$ cat src/logic/adcb_regs.vh
`ifndef ADCB_REGS_VH
`define ADCB_REGS_VH

// Register indices (byte address = index)
`define ADCB_ADDR_W          4
`define ADCB_IDX_BUFLEN      4'h0
`define ADCB_IDX_PINHI       4'h1
`define ADCB_IDX_STATUS      4'h2

`define ADCB_DATA_W          16
`define ADCB_BUFLEN_W        3
`define ADCB_BUFLEN_LSB      0
`define ADCB_BUFLEN_MSB      2
`define ADCB_BUFLEN_RST      3'h0
`define ADCB_PINHI_RST       16'h0000
`define ADCB_PIN_BASE        16
`define ADCB_WORDS_W         8
`define ADCB_ZERO16          16'h0000
`define ADCB_BUFLEN_PAD      13'h0000
`define ADCB_STATUS_PAD      15'h0000
`define ADCB_WORDS_ONE       8'h01

`endif

$ cat src/logic/adcb_words_dec.v
`timescale 1ns/1ps
// Buffer-length code to words per input
module adcb_words_dec (
  sel,
  words
);
`include "adcb_regs.vh"
  input  wire [`ADCB_BUFLEN_W-1:0] sel;
  output wire [`ADCB_WORDS_W-1:0]  words;

  assign words = `ADCB_WORDS_ONE << sel; // RULE2
endmodule

$ cat src/logic/adcb_pin_mode.v
`timescale 1ns/1ps
// Per-pin mode steering for one analog input
module adcb_pin_mode (
  digital_sel,
  present,
  module_disabled,
  digital_mode,
  port_read_en,
  mux_to_analog_ground
);
  input  wire digital_sel;
  input  wire present;
  input  wire module_disabled;
  output wire digital_mode;
  output wire port_read_en;
  output wire mux_to_analog_ground;

  wire dig;

  // Absent pins default to digital; disable forces digital
  assign dig = module_disabled | ~present | digital_sel; // RULE3 RULE4 RULE6 RULE8
  assign digital_mode         = dig;
  assign port_read_en         = dig; // RULE3
  assign mux_to_analog_ground = dig; // RULE3
endmodule

$ cat src/logic/adcb_cfg.v
`timescale 1ns/1ps
// Functional notes
// RULE1 - Bits 15..3 of buffer-length register read zero, writes ignored.
// RULE2 - Three-bit field reserves two to the power value words per input.
// RULE3 - Config bit one: digital mode, port read on, mux to analog ground.
// RULE4 - Config bit zero: analog mode, port read off, pin sampled.
// RULE5 - High register bit n controls analog input n plus 16.
// RULE6 - All config bits read/write; bits without input have no effect.
// RULE7 - Second converter instance has no high pin configuration register.
// RULE8 - Module disabled: config ignored, all shared pins forced digital.
// RULE9 - Reset clears buffer-length field and all high config bits.
module adcb_cfg #(
  parameter HAS_PIN_HIGH = 1,
  parameter [15:0] PIN_PRESENT = 16'hFFFF
) (
  core_clk,
  rst,
  reg_addr,
  reg_wdata,
  reg_wr,
  reg_rd,
  reg_rdata,
  converter_module_disable,
  buffer_words_per_input_sel,
  buffer_words_per_input,
  pin_digital_mode,
  pin_port_read_en,
  pin_mux_to_analog_ground
);
`include "adcb_regs.vh"
  input  wire                       core_clk;
  input  wire                       rst;
  input  wire [`ADCB_ADDR_W-1:0]    reg_addr;
  input  wire [`ADCB_DATA_W-1:0]    reg_wdata;
  input  wire                       reg_wr;
  input  wire                       reg_rd;
  output reg  [`ADCB_DATA_W-1:0]    reg_rdata;
  input  wire                       converter_module_disable;
  output wire [`ADCB_BUFLEN_W-1:0]  buffer_words_per_input_sel;
  output wire [`ADCB_WORDS_W-1:0]   buffer_words_per_input;
  output wire [`ADCB_DATA_W-1:0]    pin_digital_mode;
  output wire [`ADCB_DATA_W-1:0]    pin_port_read_en;
  output wire [`ADCB_DATA_W-1:0]    pin_mux_to_analog_ground;

  reg  [`ADCB_BUFLEN_W-1:0] buflen_ff;
  reg  [`ADCB_DATA_W-1:0]   pin_digital_select_high_ff;
  reg                       dis_meta_ff;
  reg                       dis_sync_ff;
  reg  [`ADCB_DATA_W-1:0]   nxt_rdata;
  wire [`ADCB_DATA_W-1:0]   present_vec;

  // Disable bit may come from another domain
  always @(posedge core_clk) begin
    if (rst) begin
      dis_meta_ff <= 1'b0;
      dis_sync_ff <= 1'b0;
    end else begin
      dis_meta_ff <= converter_module_disable;
      dis_sync_ff <= dis_meta_ff;
    end
  end

  always @(posedge core_clk) begin
    if (rst) begin
      buflen_ff                  <= `ADCB_BUFLEN_RST; // RULE9
      pin_digital_select_high_ff <= `ADCB_PINHI_RST;  // RULE9
    end else if (reg_wr) begin
      if (reg_addr == `ADCB_IDX_BUFLEN)
        buflen_ff <= reg_wdata[`ADCB_BUFLEN_MSB:`ADCB_BUFLEN_LSB]; // RULE1
      if (reg_addr == `ADCB_IDX_PINHI && HAS_PIN_HIGH != 0)
        pin_digital_select_high_ff <= reg_wdata; // RULE6 RULE7
    end
  end

  always @* begin
    nxt_rdata = `ADCB_ZERO16;
    if (reg_rd) begin
      case (reg_addr)
        `ADCB_IDX_BUFLEN: nxt_rdata = {`ADCB_BUFLEN_PAD, buflen_ff}; // RULE1
        `ADCB_IDX_PINHI:
          if (HAS_PIN_HIGH != 0)
            nxt_rdata = pin_digital_select_high_ff; // RULE6 RULE7
        `ADCB_IDX_STATUS: nxt_rdata = {`ADCB_STATUS_PAD, dis_sync_ff};
        default:          nxt_rdata = `ADCB_ZERO16;
      endcase
    end
  end

  always @(posedge core_clk) begin
    if (rst)
      reg_rdata <= `ADCB_ZERO16;
    else
      reg_rdata <= nxt_rdata;
  end

  assign buffer_words_per_input_sel = buflen_ff;
  assign present_vec = PIN_PRESENT;

  adcb_words_dec u_words (
    .sel   (buflen_ff),
    .words (buffer_words_per_input)
  ); // RULE2

  genvar gi;
  generate
    for (gi = 0; gi < `ADCB_DATA_W; gi = gi + 1) begin : g_pin
      // Bit gi steers analog input gi+16
      adcb_pin_mode u_pin (
        .digital_sel          (pin_digital_select_high_ff[gi]), // RULE5
        .present              (present_vec[gi] & (HAS_PIN_HIGH != 0)),
        .module_disabled      (dis_sync_ff), // RULE8
        .digital_mode         (pin_digital_mode[gi]),
        .port_read_en         (pin_port_read_en[gi]),
        .mux_to_analog_ground (pin_mux_to_analog_ground[gi])
      );
    end
  endgenerate
endmodule

$ cat config.mk
export PLATFORM = sky130hd
export DESIGN_NAME = adcb_cfg
export DESIGN_NICKNAME = d
export VERILOG_FILES = /design/src/logic/adcb_words_dec.v /design/src/logic/adcb_pin_mode.v /design/src/logic/adcb_cfg.v
export VERILOG_INCLUDE_DIRS = /design/src /design/src/logic
export SDC_FILE = /design/constraint.sdc
export NUM_CORES = 1
export LEC_CHECK = 0
export ABC_AREA = 1
export BUFFER_PORTS_ARGS = -buffer_cell sky130_fd_sc_hd__buf_2
export CAP_MARGIN = 20
export CORE_MARGIN = 2
export CORE_UTILIZATION = 46
export DETAILED_ROUTE_END_ITERATION = 8
export PLACE_DENSITY = 0.77
export SETUP_SLACK_MARGIN = 0.3
export SYNTH_ARGS = -nofsm -noshare
export SYNTH_HDL_FRONTEND = slang
export SYNTH_SLANG_ARGS = --single-unit
$ cat constraint.sdc
create_clock -name core_clk -period 1.25 [get_ports core_clk]
set_input_delay 0.1875 -clock core_clk [delete_from_list [all_inputs] [get_ports core_clk]]
set_output_delay 0.1875 -clock core_clk [all_outputs]
set_load 0.05 [all_outputs]
==> run_results.csv <==
group,metric,value,unit
min_path,hp-class,"in2reg",
die,num_rows,24,
die,die-area,4940,sq um
die,die_y,70.3,um
sta,slew_headroom,0.736,
clock_network,cts_made_buffers,5,
global_routing,track_usage,0.233,
sta,clock_skew,0.00387,ns
status,status,"finished with violations",
status,violations,"setup timing",
global_routing,grt.overflow.total,0,
routing,wl,5660,um
sta,hold_viol_final,0,
cells_and_area,final_area,3500,sq um
sta,worst_slew_pin_slew,0.395,ns
pwr,total_leakage_power,1.71,nW
routing,drt_iter0_drc,83,
pwr,irDropWorstVdd,0.000634,V
placement,port_buffers,99,
routing,drtAntennaViolNets,0,
sta,timing.final.max_slew_violations,0,
placement,placedInstanceArea,2590,sq um
synth,yosysTopAreaCell,"dfxtp_1",
sta,min_period,1.44,ns
clock_network,cts_tree,"built",
worst_setup_path,arrival,1.25,ns
die,ios,100,
die,die_w,70.3,um
synth,synthTopCellsByCount,"63 x inv_1, 63 x nand2_1, 48 x buf_4",
worst_setup_path,reg2reg_from,"buffer_words_per_input_sel[1]",
worst_setup_path,worstRegToRegCells,4,
routing,drc,0,
cells_and_area,areaGrowthSynthToFinish,73.4,%
synth,synth_top_area_frac,0.367,
worst_setup_path,crit_path_max_fanout,5,
synth,syn-num-nets,322,
sta,finalCritPeriodShare,1.15,
sta,rsz0062_at_grt,"true",
synth,async_reset_ff_frac,0,
synth,ys_ff_latch,37,
cells_and_area,antenna_cells,0,
clock_network,clockBufferDepth,2,
global_routing,grt_pass1_vias,1916,
synth,synth.top_cells.by_area,"dfxtp_1 37%, buf_4 18%, inv_1 12%",
die,coreArea,4290,sq um
synth,netlist_area,2020,sq um
min_path,min_to,"dis_sync_ff",
worst_setup_path,r2r-end,"buffer_words_per_input_sel[1]",
clock_network,clock_latency,0.29,ns
sta,hold_slack,0.0693,ns
synth,synthCells,297,
sta,post-route-worst-setup-slack,-0.189,ns
worst_setup_path,crit_path_cell_trace,"inv_1 > nor3_4 > buf_6",
worst_setup_path,path_class,"reg2out",
global_routing,grt_max_degree,24,
die,start_util,0.471,
global_routing,grt_pass1_wl,9030,um
synth,synth-seq-area-share,0.367,
clock_network,cts_root_buf,"clkbuf_8",
routing,drt_first_pass_iters,7,
sta,setup_viol,56,
global_routing,grt_antenna_before_repair,0,
synth,ys_warn_count,0,
worst_setup_path,crit_required,1.06,ns
worst_setup_path,start_kind,"flip-flop",
worst_setup_path,max_stage_delay,0.35,ns
sta,max_freq,695,MHz
placement,dp.cells,406,
routing,drt-wirelength-per-cell,13.5,um
min_path,hp-start,"rst",
cells_and_area,drive_gt1_frac,0.488,
sta,fin_setup_tns,-4.24,ns
placement,dp_hpwl,3350,um
min_path,whs_path_depth,2,
clock_network,path_clk_slew,0.07,ns
clock_network,htree_levels,2,
clock_network,cts_sinks,37,
routing,viasPerCell,4.61,
pwr,p_total,3.03,mW
cells_and_area,nets,392,
placement,gp_congestion,0.795,
cells_and_area,fillers,264,
run,drv_cap,0,
placement,dp_slack,0.0498,ns
synth,synth_flop_cell,"dfxtp_1",
cells_and_area,fin_util,0.816,
synth,synth_edf_count,0,
pwr,power_density,865,nW/um^2
synth,yosys.cell_types.count,18,
routing,num_vias,1931,
worst_setup_path,r2r_slack,0.30,ns
cells_and_area,instances_no_fill,419,
worst_setup_path,critPathCaptureType,"output pin",
synth,syn_avg_cell_area,6.80,sq um
worst_setup_path,slowest_stage,"dfxtp_4",
flip-flops by register name, indices dropped and copies added, names as in the netlist:
signal and cells:
reg_rdata 16, pin_digital_select_high_ff 16, buffer_words_per_input_sel 3, dis_meta_ff 1, dis_sync_ff 1
area by class of cell:
cell class / count / area (sq um) / area share
clock buffer: 7 / 86.3 / 0.0246
tap: 52 / 65.1 / 0.0186
sequential: 37 / 776 / 0.221
timing repair inverter: 1 / 20.0 / 0.00571
multi-input combinational: 137 / 940 / 0.268
inverter: 64 / 251 / 0.0718
timing repair buffer: 121 / 1370 / 0.390
cells by family after synthesis:
| logic type | count (synthesis) | synth area share |
|---|---|---|
| simple gates | 135 | 0.304 |
| compound gates | 2 | 0.00495 |
| buf+inv | 123 | 0.324 |
| flops | 37 | 0.367 |
critical path: cells and delay by family, from the launching register on:
kind / cells / cell delay (ns)
buf+inv: 2 / 0.35
flops: 1 / 0.35
simple gates: 1 / 0.26
repair_timing:
item                                    4_1_cts  5_1_grt
pin swaps                                     3        1
cloned                                        1        0
hold endpoints to repair                      0        0
buffers inserted                              4        1
hold buffers                                  0        0
resized for setup                           217       19
endpoints found under the setup margin       75       79
report_power, final:
| part | switching, mW | total [mW] | internal [mW] |
|---|---|---|---|
| Combinational | 0.627 | 0.996 | 0.369 |
| Sequential | 0.00981 | 1.20 | 1.19 |
| Clock | 0.400 | 0.837 | 0.437 |
| Total | 1.04 | 3.03 | 2.00 |
per-layer routing:
layer | wire, um | vias to the layer above | track usage
met1 | 2120 | 860 | 0.277
li1 | - | 982 | -
met2 | 3120 | 80 | 0.407
met4 | 92 | 0 | 0.0791
met5 | 0 | - | 0
met3 | 335 | 9 | 0.0577
how the worst max path moves through the flow:
stage / start / end / slack, ns / cells after the start
finish: buffer_words_per_input_sel[1] / buffer_words_per_input[3] / -0.19 / 3
global route: buffer_words_per_input_sel[0] / buffer_words_per_input[3] / -0.24 / 3
CTS: buffer_words_per_input_sel[1] / buffer_words_per_input[2] / -0.16 / 3
detailed placement: buffer_words_per_input_sel[0] / buffer_words_per_input[3] / 0.05 / 3
global placement: buffer_words_per_input_sel[0] / buffer_words_per_input[3] / 0.07 / 3
floorplan: buffer_words_per_input_sel[0] / buffer_words_per_input[3] / -0.16 / 2
layout by cell type (no fill, tap or decap):
cell        count
a21oi_1         2
nand2_8        12
nor3b_1         1
buf_2          24
nor2_4          1
nor2_1         23
nor2_2          1
clkinvlp_4      1
buf_6          37
clkbuf_8        6
nor3_1         13
inv_8           1
inv_2           2
nand3_1         5
dfxtp_4         4
clkbuf_1        1
buf_12          5
nand2_1        47
buf_8          42
nor3_4          8
nand2_4         4
buf_4          13
dfxtp_1        17
dfxtp_2        16
inv_1          60
inv_16          1
nand4_1        19
nand3_4         1
Power figures use the tool's default switching activity.
